## config.mk

```make
export PLATFORM = sky130hd
export DESIGN_NAME = switch_global_control_bank
export DESIGN_NICKNAME = d
export VERILOG_FILES = /design/src/design/gctl_pkg.sv /design/src/design/switch_global_control_bank.sv
export SDC_FILE = /design/constraint.sdc
export NUM_CORES = 1
export LEC_CHECK = 0
export BUFFER_PORTS_ARGS = -buffer_cell sky130_fd_sc_hd__buf_2
export CORE_ASPECT_RATIO = 0.6
export CORE_MARGIN = 4
export CORE_UTILIZATION = 40
export CTS_BUF_LIST = sky130_fd_sc_hd__clkbuf_16
export DETAILED_ROUTE_END_ITERATION = 8
export MAX_ROUTING_LAYER = met4
export SETUP_SLACK_MARGIN = 0.5
export SYNTH_ARGS = -nofsm -noshare
export SYNTH_HDL_FRONTEND = slang
export SYNTH_SLANG_ARGS = --single-unit
```

## constraint.sdc

```tcl
create_clock -name clk_sys -period 2.55 [get_ports clk_sys]
set_input_delay 0.51 -clock clk_sys [delete_from_list [all_inputs] [get_ports clk_sys]]
set_output_delay 0.51 -clock clk_sys [all_outputs]
set_load 0.01 [all_outputs]
```

## src/design/gctl_pkg.sv

```systemverilog
package gctl_pkg;
  // ----------------------------------------
  // register indices (byte address = 4 * index)
  // ----------------------------------------
  localparam logic [7:0] IDX_FAMILY   = 8'h00;  // chip_family_ident
  localparam logic [7:0] IDX_IDRUN    = 8'h01;  // chip_ident_and_run
  localparam logic [7:0] IDX_GCTL0    = 8'h02;  // global_control_zero
  localparam logic [7:0] IDX_GCTL1    = 8'h03;  // global_control_one
  // decoded regions, inclusive bounds
  localparam logic [7:0] GLB_LO       = 8'h00;
  localparam logic [7:0] GLB_HI       = 8'h0F;
  localparam logic [7:0] P1_LO        = 8'h10;
  localparam logic [7:0] P1_HI        = 8'h1D;
  localparam logic [7:0] P2_LO        = 8'h20;
  localparam logic [7:0] P2_HI        = 8'h2D;
  localparam logic [7:0] P3_LO        = 8'h30;
  localparam logic [7:0] P3_HI        = 8'h39;
  localparam logic [7:0] IAC_LO       = 8'h79;
  localparam logic [7:0] IAC_HI       = 8'h7A;
  localparam logic [7:0] IDT_LO       = 8'h7B;
  localparam logic [7:0] IDT_HI       = 8'h83;
  // ----------------------------------------
  // field positions
  // ----------------------------------------
  localparam int RUN_BIT      = 0;  // in chip_ident_and_run
  localparam int ALT_BO_BIT   = 7;  // global_control_zero
  localparam int PURGE_L_BIT  = 5;
  localparam int PURGE_F_BIT  = 4;
  localparam int PASS_FC_BIT  = 3;
  localparam int PASS_ALL_BIT = 7;  // global_control_one
  localparam int TAIL_BIT     = 6;
  localparam int TX_FC_BIT    = 5;
  localparam int RX_FC_BIT    = 4;
  localparam int LEN_CHK_BIT  = 3;
  localparam int AGE_EN_BIT   = 2;
  localparam int FAST_AGE_BIT = 1;
  localparam int AGGR_BO_BIT  = 0;
  // ----------------------------------------
  // reset values and masks
  // ----------------------------------------
  localparam logic       RUN_RST    = 1'b1;
  localparam logic [7:0] GCTL0_RST  = 8'h00;
  localparam logic [7:0] GCTL0_WMSK = 8'hBE;  // bits 6 and 0 read-only zero
  localparam logic [7:0] GCTL1_RST  = 8'h34;
  localparam logic [1:0] RESP_OKAY  = 2'h0;
  localparam logic [1:0] RESP_SLVERR = 2'h2;
  // ----------------------------------------
  // timing
  // ----------------------------------------
  localparam int CLK_MHZ       = 100;
  localparam int FAST_AGE_US   = 800;
  localparam int FAST_AGE_CYC  = FAST_AGE_US * CLK_MHZ;
  localparam int LEN_CHK_LIMIT = 1500;  // length/type below this is checked
  // control bits handed to the switch core
  typedef struct packed {
    logic run;
    logic alt_backoff;
    logic purge_learned_entries;
    logic purge_fixed_entries;
    logic pass_fc_frames;
    logic tail_tag_en;
    logic pause_tx_en;
    logic pause_rx_en;
    logic len_check_en;
    logic aging_en;
    logic fast_age;
    logic aggr_backoff;
  } ctrl_t;
endpackage : gctl_pkg

```

## src/design/switch_global_control_bank.sv

```systemverilog
`timescale 1ns/1ns
`default_nettype none
// How it works
// - 8-bit registers, ids then global controls 0x00-0x0F
// - port blocks decode 0x10-1D, 0x20-2D, 0x30-39
// - indirect control 0x79-7A, data 0x7B-83 decode
// - run bit starts/stops switching, resets to one
// - bit 7 picks alternative back-off, reset zero
// - bit 5 purges learned address entries
// - bit 4 purges fixed address entries
// - bit 3 forwards flow control frames, reset zero
// - pass bad frames only with sniffer mode
// - bit 6 enables processor-port trailer tagging
// - bit 5 enables pause generation, reset one
// - bit 4 enables pause response, reset one
// - bit 3 enables length field check below 1500
// - bit 2 enables aging, reset one
// - bit 1 selects 800 us fast aging
module switch_global_control_bank #(
  parameter int              AW            = 10,
  parameter logic [7:0]      FAMILY_CODE   = 8'h5A,  // arbitrary value
  parameter logic [3:0]      PART_CODE     = 4'h6,   // arbitrary value
  parameter logic [2:0]      SILICON_REV   = 3'h1,   // arbitrary value
  parameter int unsigned     FAST_AGE_CYCS = gctl_pkg::FAST_AGE_CYC,
  parameter int unsigned     NORM_AGE_CYCS = 30000000
) (
  // clock and reset
  input  wire logic          clk_sys,
  input  wire logic          rstn,
  // axi4-lite write address
  input  wire logic [AW-1:0] s_axi_awaddr,
  input  wire logic          s_axi_awvalid,
  output logic               s_axi_awready,
  // axi4-lite write data
  input  wire logic [31:0]   s_axi_wdata,
  input  wire logic [3:0]    s_axi_wstrb,
  input  wire logic          s_axi_wvalid,
  output logic               s_axi_wready,
  // axi4-lite write response
  output logic [1:0]         s_axi_bresp,
  output logic               s_axi_bvalid,
  input  wire logic          s_axi_bready,
  // axi4-lite read
  input  wire logic [AW-1:0] s_axi_araddr,
  input  wire logic          s_axi_arvalid,
  output logic               s_axi_arready,
  output logic [31:0]        s_axi_rdata,
  output logic [1:0]         s_axi_rresp,
  output logic               s_axi_rvalid,
  input  wire logic          s_axi_rready,
  // switch core side
  input  wire logic          sniffer_mode,
  output gctl_pkg::ctrl_t    ctrl,
  output logic               pass_bad_frames,
  output logic               age_tick
);
  import gctl_pkg::*;

  // ----------------------------------------
  // decode helpers
  // ----------------------------------------
  // a mapped index answers okay; anything else answers slverr
  function automatic logic idx_mapped(input logic [7:0] i);
    logic m;
    m = 1'b0;
    if (i <= GLB_HI) m = 1'b1;
    if (i >= P1_LO && i <= P1_HI) m = 1'b1;
    if (i >= P2_LO && i <= P2_HI) m = 1'b1;
    if (i >= P3_LO && i <= P3_HI) m = 1'b1;
    if (i >= IAC_LO && i <= IAC_HI) m = 1'b1;
    if (i >= IDT_LO && i <= IDT_HI) m = 1'b1;
    return m;
  endfunction : idx_mapped

  // ----------------------------------------
  // state
  // ----------------------------------------
  logic          aw_have_q, aw_have_d;    // address taken, waiting
  logic [7:0]    aw_idx_q,  aw_idx_d;     // held write index
  logic          w_have_q,  w_have_d;     // data taken, waiting
  logic [7:0]    wdat_q,    wdat_d;       // low byte only matters
  logic          wstb_q,    wstb_d;       // lane 0 strobe
  logic          awrdy_q,   awrdy_d;
  logic          wrdy_q,    wrdy_d;
  logic          bvld_q,    bvld_d;
  logic [1:0]    bresp_q,   bresp_d;
  logic          arrdy_q,   arrdy_d;
  logic          rvld_q,    rvld_d;
  logic [1:0]    rresp_q,   rresp_d;
  logic [31:0]   rdat_q,    rdat_d;
  logic          run_q,     run_d;        // start/stop bit
  logic [7:0]    gc0_q,     gc0_d;        // global_control_zero
  logic [7:0]    gc1_q,     gc1_d;        // global_control_one
  logic          pbad_q,    pbad_d;
  logic [31:0]   age_cnt_q, age_cnt_d;
  logic          tick_q,    tick_d;
  logic          do_wr;                   // both halves held
  logic [31:0]   age_lim;                 // current interval minus one

  // ----------------------------------------
  // write channel and registers
  // ----------------------------------------
  // both halves may arrive in either order; a response blocks new ones
  always_comb begin
    aw_have_d = aw_have_q;
    aw_idx_d  = aw_idx_q;
    w_have_d  = w_have_q;
    wdat_d    = wdat_q;
    wstb_d    = wstb_q;
    bvld_d    = bvld_q;
    bresp_d   = bresp_q;
    run_d     = run_q;
    gc0_d     = gc0_q;
    gc1_d     = gc1_q;
    do_wr     = aw_have_q && w_have_q && !bvld_q;
    if (s_axi_awvalid && awrdy_q) begin
      aw_have_d = 1'b1;
      aw_idx_d  = s_axi_awaddr[9:2];
    end
    if (s_axi_wvalid && wrdy_q) begin
      w_have_d = 1'b1;
      wdat_d   = s_axi_wdata[7:0];
      wstb_d   = s_axi_wstrb[0];
    end
    if (do_wr) begin
      aw_have_d = 1'b0;
      w_have_d  = 1'b0;
      bvld_d    = 1'b1;
      bresp_d   = idx_mapped(aw_idx_q) ? RESP_OKAY : RESP_SLVERR;
      if (wstb_q) begin
        // only writable bits are taken; ids never change
        unique case (aw_idx_q)
          IDX_IDRUN: run_d = wdat_q[RUN_BIT];
          IDX_GCTL0: gc0_d = wdat_q & GCTL0_WMSK;
          IDX_GCTL1: gc1_d = wdat_q;
          default: ;                                       // other regions hold no storage
        endcase
      end
    end else if (bvld_q && s_axi_bready) begin
      bvld_d = 1'b0;
    end
    // ready drops while a half is held or a response waits
    awrdy_d = !aw_have_d && !bvld_d;
    wrdy_d  = !w_have_d && !bvld_d;
  end

  // register the write side
  always_ff @(posedge clk_sys) begin
    if (!rstn) begin
      aw_have_q <= 1'b0;
      aw_idx_q  <= 8'h00;
      w_have_q  <= 1'b0;
      wdat_q    <= 8'h00;
      wstb_q    <= 1'b0;
      awrdy_q   <= 1'b0;
      wrdy_q    <= 1'b0;
      bvld_q    <= 1'b0;
      bresp_q   <= RESP_OKAY;
      run_q     <= RUN_RST;
      gc0_q     <= GCTL0_RST;
      gc1_q     <= GCTL1_RST;
    end else begin
      aw_have_q <= aw_have_d;
      aw_idx_q  <= aw_idx_d;
      w_have_q  <= w_have_d;
      wdat_q    <= wdat_d;
      wstb_q    <= wstb_d;
      awrdy_q   <= awrdy_d;
      wrdy_q    <= wrdy_d;
      bvld_q    <= bvld_d;
      bresp_q   <= bresp_d;
      run_q     <= run_d;
      gc0_q     <= gc0_d;
      gc1_q     <= gc1_d;
    end
  end

  // ----------------------------------------
  // read channel
  // ----------------------------------------
  // one read at a time; data lands one cycle after the address is taken
  always_comb begin
    arrdy_d = arrdy_q;
    rvld_d  = rvld_q;
    rresp_d = rresp_q;
    rdat_d  = rdat_q;
    if (s_axi_arvalid && arrdy_q) begin
      arrdy_d = 1'b0;
      rvld_d  = 1'b1;
      rresp_d = idx_mapped(s_axi_araddr[9:2]) ? RESP_OKAY : RESP_SLVERR;
      unique case (s_axi_araddr[9:2])
        IDX_FAMILY: rdat_d = {24'h000000, FAMILY_CODE};
        IDX_IDRUN:  rdat_d = {24'h000000, PART_CODE, SILICON_REV, run_q};
        IDX_GCTL0:  rdat_d = {24'h000000, gc0_q};
        IDX_GCTL1:  rdat_d = {24'h000000, gc1_q};
        default:    rdat_d = 32'h00000000;  // unbacked and unmapped read zero
      endcase
    end else if (rvld_q && s_axi_rready) begin
      rvld_d  = 1'b0;
      arrdy_d = 1'b1;
    end
  end

  // register the read side
  always_ff @(posedge clk_sys) begin
    if (!rstn) begin
      arrdy_q <= 1'b1;
      rvld_q  <= 1'b0;
      rresp_q <= RESP_OKAY;
      rdat_q  <= 32'h00000000;
    end else begin
      arrdy_q <= arrdy_d;
      rvld_q  <= rvld_d;
      rresp_q <= rresp_d;
      rdat_q  <= rdat_d;
    end
  end

  // ----------------------------------------
  // core-side qualifiers and aging timer
  // ----------------------------------------
  // bad-frame forwarding is meaningless outside sniffing, so gate it here
  always_comb begin
    pbad_d    = gc1_q[PASS_ALL_BIT] && sniffer_mode;
    age_lim   = (gc1_q[FAST_AGE_BIT] ? FAST_AGE_CYCS : NORM_AGE_CYCS) - 32'h00000001;
    tick_d    = 1'b0;
    age_cnt_d = age_cnt_q;
    if (!gc1_q[AGE_EN_BIT]) begin
      age_cnt_d = 32'h00000000;  // aging off: timer parked
    end else if (age_cnt_q >= age_lim) begin
      // a shortened limit takes effect at once, no long wrap
      age_cnt_d = 32'h00000000;
      tick_d    = 1'b1;
    end else begin
      age_cnt_d = age_cnt_q + 32'h00000001;
    end
  end

  // register core-side state
  always_ff @(posedge clk_sys) begin
    if (!rstn) begin
      pbad_q    <= 1'b0;
      age_cnt_q <= 32'h00000000;
      tick_q    <= 1'b0;
    end else begin
      pbad_q    <= pbad_d;
      age_cnt_q <= age_cnt_d;
      tick_q    <= tick_d;
    end
  end

  // ----------------------------------------
  // outputs
  // ----------------------------------------
  assign s_axi_awready = awrdy_q;
  assign s_axi_wready  = wrdy_q;
  assign s_axi_bvalid  = bvld_q;
  assign s_axi_bresp   = bresp_q;
  assign s_axi_arready = arrdy_q;
  assign s_axi_rvalid  = rvld_q;
  assign s_axi_rresp   = rresp_q;
  assign s_axi_rdata   = rdat_q;
  assign pass_bad_frames = pbad_q;
  assign age_tick        = tick_q;
  // control bits straight from their register flops
  assign ctrl.run                   = run_q;
  assign ctrl.alt_backoff           = gc0_q[ALT_BO_BIT];
  assign ctrl.purge_learned_entries = gc0_q[PURGE_L_BIT];
  assign ctrl.purge_fixed_entries   = gc0_q[PURGE_F_BIT];
  assign ctrl.pass_fc_frames        = gc0_q[PASS_FC_BIT];
  assign ctrl.tail_tag_en           = gc1_q[TAIL_BIT];
  assign ctrl.pause_tx_en           = gc1_q[TX_FC_BIT];
  assign ctrl.pause_rx_en           = gc1_q[RX_FC_BIT];
  assign ctrl.len_check_en          = gc1_q[LEN_CHK_BIT];
  assign ctrl.aging_en              = gc1_q[AGE_EN_BIT];
  assign ctrl.fast_age              = gc1_q[FAST_AGE_BIT];
  assign ctrl.aggr_backoff          = gc1_q[AGGR_BO_BIT];

  // ----------------------------------------
  // assertions
  // ----------------------------------------
  a_run_reset: assert property (@(posedge clk_sys)
    $rose(rstn) |-> ctrl.run && ctrl.pause_tx_en && ctrl.pause_rx_en && ctrl.aging_en
      && !ctrl.alt_backoff && !ctrl.pass_fc_frames && !ctrl.tail_tag_en)
    else $error("control bits wrong after reset");
  a_run_write: assert property (@(posedge clk_sys) disable iff (!rstn)
    do_wr && wstb_q && aw_idx_q == IDX_IDRUN |=> ctrl.run == $past(wdat_q[0]))
    else $error("run bit did not take written value");
  a_gc0_ro_bits: assert property (@(posedge clk_sys) disable iff (!rstn)
    gc0_q[6] == 1'b0 && gc0_q[0] == 1'b0)
    else $error("read-only bits of control zero changed");
  a_id_read: assert property (@(posedge clk_sys) disable iff (!rstn)
    s_axi_arvalid && s_axi_arready && s_axi_araddr[9:2] == IDX_IDRUN
      |=> s_axi_rvalid && s_axi_rdata[7:1] == {PART_CODE, SILICON_REV})
    else $error("id read returned wrong value");
  a_map_resp: assert property (@(posedge clk_sys) disable iff (!rstn)
    s_axi_arvalid && s_axi_arready && s_axi_araddr[9:2] inside {[P2_LO:P2_HI]}
      |=> s_axi_rresp == RESP_OKAY)
    else $error("port region read refused");
  a_unmapped_err: assert property (@(posedge clk_sys) disable iff (!rstn)
    s_axi_arvalid && s_axi_arready && s_axi_araddr[9:2] == 8'h84
      |=> s_axi_rresp == RESP_SLVERR)
    else $error("unmapped read not refused");
  a_sniff_gate: assert property (@(posedge clk_sys) disable iff (!rstn)
    pass_bad_frames |-> $past(sniffer_mode) && $past(gc1_q[PASS_ALL_BIT]))
    else $error("bad frames passed without sniffer mode");
  a_age_off: assert property (@(posedge clk_sys) disable iff (!rstn)
    !gc1_q[AGE_EN_BIT] ##1 !gc1_q[AGE_EN_BIT] |-> !age_tick)
    else $error("aging tick while aging disabled");
  a_fast_gap: assert property (@(posedge clk_sys) disable iff (!rstn)
    age_tick && gc1_q[FAST_AGE_BIT] |-> age_cnt_q < FAST_AGE_CYCS)
    else $error("fast aging counter ran past its interval");
  a_b_resp: assert property (@(posedge clk_sys) disable iff (!rstn)
    do_wr |=> s_axi_bvalid [*1] ##0 !s_axi_awready && !s_axi_wready)
    else $error("write response missing after both halves");
endmodule : switch_global_control_bank
`default_nettype wire

```

# --- Yosys cells after proc, flatten, opt, wreduce, memory -nomap -nowiden ---
# Index checks and enable logic that the tools add are counted.
totals:
  regBits: 109
  inputBits: 64
op_classes:
  add_sub_neg: 2
  order_cmp: 23
  n_eq_ne: 6
  mux: 29
  bitwise: 2
  reduce_logical: 31
op_table:
  columns: ["op", "count"]
  rows:
  - ["$add A32 B1 Y32 const B", 1]
  - ["$eq A8 B2 Y1 const B", 4]
  - ["$ge A32 B32 Y1", 1]
  - ["$ge A8 B6 Y1 const B", 4]
  - ["$ge A8 B7 Y1 const B", 4]
  - ["$le A8 B6 Y1 const B", 4]
  - ["$pmux W8 S4", 1]
  - ["$sub A25 B1 Y26 const B", 1]
  - ["$mux W1", 25]
  - ["$mux W25", 1]
  - ["$logic_and A1 B1 Y1", 20]
  - ["$eq A8 B1 Y1 const B", 2]
  - ["$ge A8 B5 Y1 const B", 2]
  - ["$le A8 B4 Y1 const B", 2]
  - ["$le A8 B5 Y1 const B", 2]
  - ["$le A8 B7 Y1 const B", 2]
  - ["$le A8 B8 Y1 const B", 2]
  - ["$reduce_and A3 Y1", 3]
  - ["$logic_not A8 Y1", 1]
  - ["$logic_not A1 Y1", 4]
  - ["$mux W2", 2]
  - ["$reduce_or A3 Y1", 1]
  - ["$not A1 Y1", 2]
  - ["$reduce_and A2 Y1", 1]
  - ["$reduce_bool A2 Y1", 1]

# --- Logic depth before layout (Yosys ltp) ---
depth:
  ltp_word: 9
  ltp_mapped: 8

# --- Worst setup path before layout ---
# No wires, ideal clock.
synth_path:
  path_type: "reg-to-reg"
  start: "reg gc1_q[1]"
  end: "reg age_cnt_q[10]"
  setup_time_ns: 0.092
  arrival_time_ns: 1.998
  t_required_ns: 2.458
  path_slack_ns: 0.460
  stages_incl_launch_ff: 8
  period_less_slack_ns: 2.090
  path_cell_list: "dfxtp_1 -> ha_1 -> a2111oi_0 -> nor3_1 -> nor3_1 -> a21oi_2 -> buf_6 -> nor4_1"
synth_between:
  elab_chain_len: 4
synth_rtl:
  columns: ["item", "line_no", "source"]
  rows:
  - ["start, declared", "switch_global_control_bank.sv:93", "logic [7:0] gc1_q, gc1_d;"]
  - ["start signal, assigned", "switch_global_control_bank.sv:174", "gc1_q <= gc1_d;"]
  - ["$mux W25", "switch_global_control_bank.sv:225", "age_lim = (gc1_q[FAST_AGE_BIT] ? FAST_AGE_CYCS : NORM_AGE_CYCS) - 32'h00000001;"]
  - ["$sub A25 B1 Y26", "switch_global_control_bank.sv:225", null]
  - ["$ge A32 B32 Y1", "switch_global_control_bank.sv:230", "end else if (age_cnt_q >= age_lim) begin"]
  - ["$reduce_or A3 Y1 (no line)", null, null]
  - ["end signal, assigned", "switch_global_control_bank.sv:247", "age_cnt_q <= age_cnt_d;"]
  - ["end, declared", "switch_global_control_bank.sv:95", "logic [31:0] age_cnt_q, age_cnt_d;"]
# No other way between the ends.
# A chain may end at the register's enable or synchronous reset.

# --- Worst setup path in the final report ---
layout_path:
  start: "reg gc1_q[1]"
  end: "reg age_cnt_q[1]"
# Same word-level chain as after synthesis.

==> results.md <==
* Crit path arrival time at 2.27 ns
* N_diodes at 0
* Root Buffer: clkbuf_16
* Seq/Total Area, Yosys at 0.4239
* Worst reg2reg path startpoint: gc1_q[1]
* FP Rows at 27
* Worst relative slew slack at 0.6640
* Avg Cell Area, Syn at 8.869 µm²
* Maximum clock path buffer count at 2
* Synth cell types at 50
* Cell Area, Synth at 3920 µm²
* Hold WS at 0.4115 ns
* Synth-to-Final Area Change at 25.98%
* Die width at 135.8 µm
* WL final at 10020 µm
* Avg WL per Cell at 15.59 µm
* Setup TNS at 0 ns
* I/O Buffers at 61
* Fillers at 843
* Fin util at 0.5277
* Drt drc at 0
* Total grt overflow at 0
* Chip Height at 84.68 µm
* Final net count at 584
* Core Box Area at 9358 µm²
* Final setup vio count at 0
* Adder-cell area share of the yosys netlist at 0.04341
* Hold_sp: s_axi_awaddr[9]
* Synth Register Bits at 83
* Post-synthesis mux area share at 0.04883
* Post-Synth XOR/XNOR Area at 0.05362
* Max_cap viols at 0
* Number of synthesis warnings at 0
* First-pass GRT wire length at 15240 µm
* Area occupied by multi-input gates at 2252 µm²
* Async SR Flop Fraction at 0
* Largest net degree at the start of global routing at 33
* Critical path origin: gc1_q[1]
* Clock skew at 0.006733 ns
* Worst-case reg-to-reg path depth at 6
* CP Capture Type: flip-flop
* Period utilisation layout at 0.8111
* Drt pass-1 iters at 4
* CTS Sinks at 83
* Fmax at 483.5 MHz
* Crit path launch type: flip-flop
* Synth Area in Compound Gates at 0.08235
* RR Endpoint: age_cnt_q[1]
* Vias in the first global route at 2981
* Worst-Skew Late Latency at 0.34 ns
* Initial Utilization at 0.4189
* H-tree depth reported by CTS at 3
* Crit-path max FO at 7
* Commonest cells after routing, fill and taps aside: dfxtp_1 (82), nand2_1 (67), buf_2 (61), a21oi_1 (32), conb_1 (32)
* Final Hold Viols at 0
* Final min period at 2.068 ns
* I/O pin count at 119
* GP Congestion at 0.8320
* Power Total at 3.000 mW
* TritonCTS clock tree: done
* Pleak at 1.993 nW
* R2r setup slk at 0.48 ns
* Fin. max-slew vios at 0
* Initial antenna violation count at 0
* Critical path class: flip-flop to flip-flop
* Worst path required time at 2.75 ns
* Die area at 11500 µm²
* Most common cell after layout, fill and taps aside: dfxtp_1
* FF+latch area at 1665 µm²
* Worst Tran Pin Value at 0.5025 ns
* Layout cells sized above 1 at 0.2690
* Largest family of logic cells by synthesized area: simple AND/OR/NAND/NOR gates
* Dpl hpwl at 6488 µm
* Final ANT Viol Nets at 0
* Via count at 3311
* Gr usage total at 0.1723
* Hold crit path type: input port to flip-flop
* Outcome: finished, final reports clean
* Worst vdd ir at 307.5 µV
* Num CTS Buffers at 9
* P per Cell Area at 607.4 nW/µm²
* Post-Synth Simple-Gate Area at 0.2474
* Clock slew at reported path FFs at 0.06 ns
* Setup crit end: age_cnt_q[1]
* Vias/cell at 5.149
* DRT iter0 DRCs at 274
* RSZ-0062 raised after global routing: true
* Post-synth EDFFs at 0
* Cells after Synth at 442
* Main synth FF type: dfxtp_1
[final cells by class]
| type | count | area share |
|---|---|---|
| multi-input cells | 332 | 0.4560 |
| clock buffers | 9 | 0.04560 |
| inverters | 3 | 0.002280 |
| flip-flops and latches | 83 | 0.3372 |
| repair buffers | 79 | 0.1024 |
| clock inverters | 7 | 0.02356 |
| well taps | 130 | 0.03294 |
[cells in the mapped netlist (all sizes together) (2+ instances only)]
library cell / instances / area (µm²)
dfxtp: 83 / 1662
nand2: 68 / 257.8
buf: 43 / 322.8
a21oi: 33 / 168.9
nor4: 31 / 209.0
nor2: 23 / 86.33
xor2: 19 / 166.4
mux2i: 18 / 180.2
clkbuf: 15 / 56.30
nand3: 14 / 75.07
ha: 12 / 150.1
nand4: 11 / 68.82
o21ai: 10 / 50.04
nor3: 8 / 56.31
and3: 6 / 37.54
and4: 5 / 43.79
xnor2: 5 / 43.79
and2: 4 / 25.02
nand2b: 4 / 25.02
inv: 3 / 11.26
nand3b: 3 / 26.27
maj3: 2 / 20.02
o2111ai: 2 / 17.52
o31ai: 2 / 15.01
or3: 2 / 12.51
or4: 2 / 22.52
[routing by layer]
metal	part of all wire	vias to the layer above	track usage
met2	0.41	95	0.2211
met4	0.013	0	0.05672
met1	0.52	1579	0.2532
met5	0	-	-
li1	-	1625	-
met3	0.061	12	0.05030
[worst max-delay path: stages, from the launching register on]
cell,delay [ns]
dfxtp_4,0.36
buf_12,0.14
ha_1,0.29
and3_1,0.15
nand4_1,0.41
a21oi_4,0.49
nor4b_2,0.09
[power breakdown]
group	internal, mW	leakage, nW	total [mW]	switching (mW)
clock network	0.955	0.167	1.48	0.523
registers	1.33	0.675	1.35	0.0234
logic	0.0584	1.15	0.174	0.115
total	2.34	1.99	3.00	0.662
[through the flow]
stage | instances | setup WS, ns | cell area [µm²]
floorplan | 473 | 0.5797 | 4038
CTS | 631 | 0.5096 | 4606
finish | 643 | 0.4817 | 4938
global placement | 612 | 0.1165 | 4172
detailed placement | 612 | 0.07843 | 4172
global route | 643 | 0.3624 | 4938
[state kept, by name, indices dropped and copies added, names as in the netlist, 6 cells and up]
| signal | cells |
|---|---|
| age_cnt_q | 32 |
| aw_idx_q | 8 |
| gc1_q | 8 |
| s_axi_rdata | 8 |
| wdat_q | 8 |
| gc0_q | 6 |
[kinds of logic (layout without fill, tap and decap cells)]
logic type               count (synthesis)  after routing
buffers and inverters                   61             98
adder cells (fa/ha/maj)                 14             14
multiplexers                            19             19
AND/OR/NAND/NOR                        184            184
AO/OA/AOI/OAI                           56             59
other                                    1             32
XOR/XNOR                                24             24
flip-flops                              83             83
[repair_timing]
item | 4_1_cts | 5_1_grt
resized for setup | 11 | 38
gates cloned | 2 | 2
hold buffers | 0 | 0
hold endpoints to repair | 0 | 0
setup buffers | 1 | 10
pin swaps | 16 | 14
setup endpoints to repair | 27 | 27
[worst min path at each step]
stage,slack [ns],end,depth (start not counted)
after floorplan,0.42,s_axi_awready,1
after global placement,0.44,s_axi_rdata[2],2
after detailed placement,0.45,s_axi_wready,1
after CTS,0.40,aw_idx_q[7],3
after global routing,0.40,pass_bad_frames,2
final,0.41,aw_idx_q[7],3
Power figures use the tool's default switching activity.
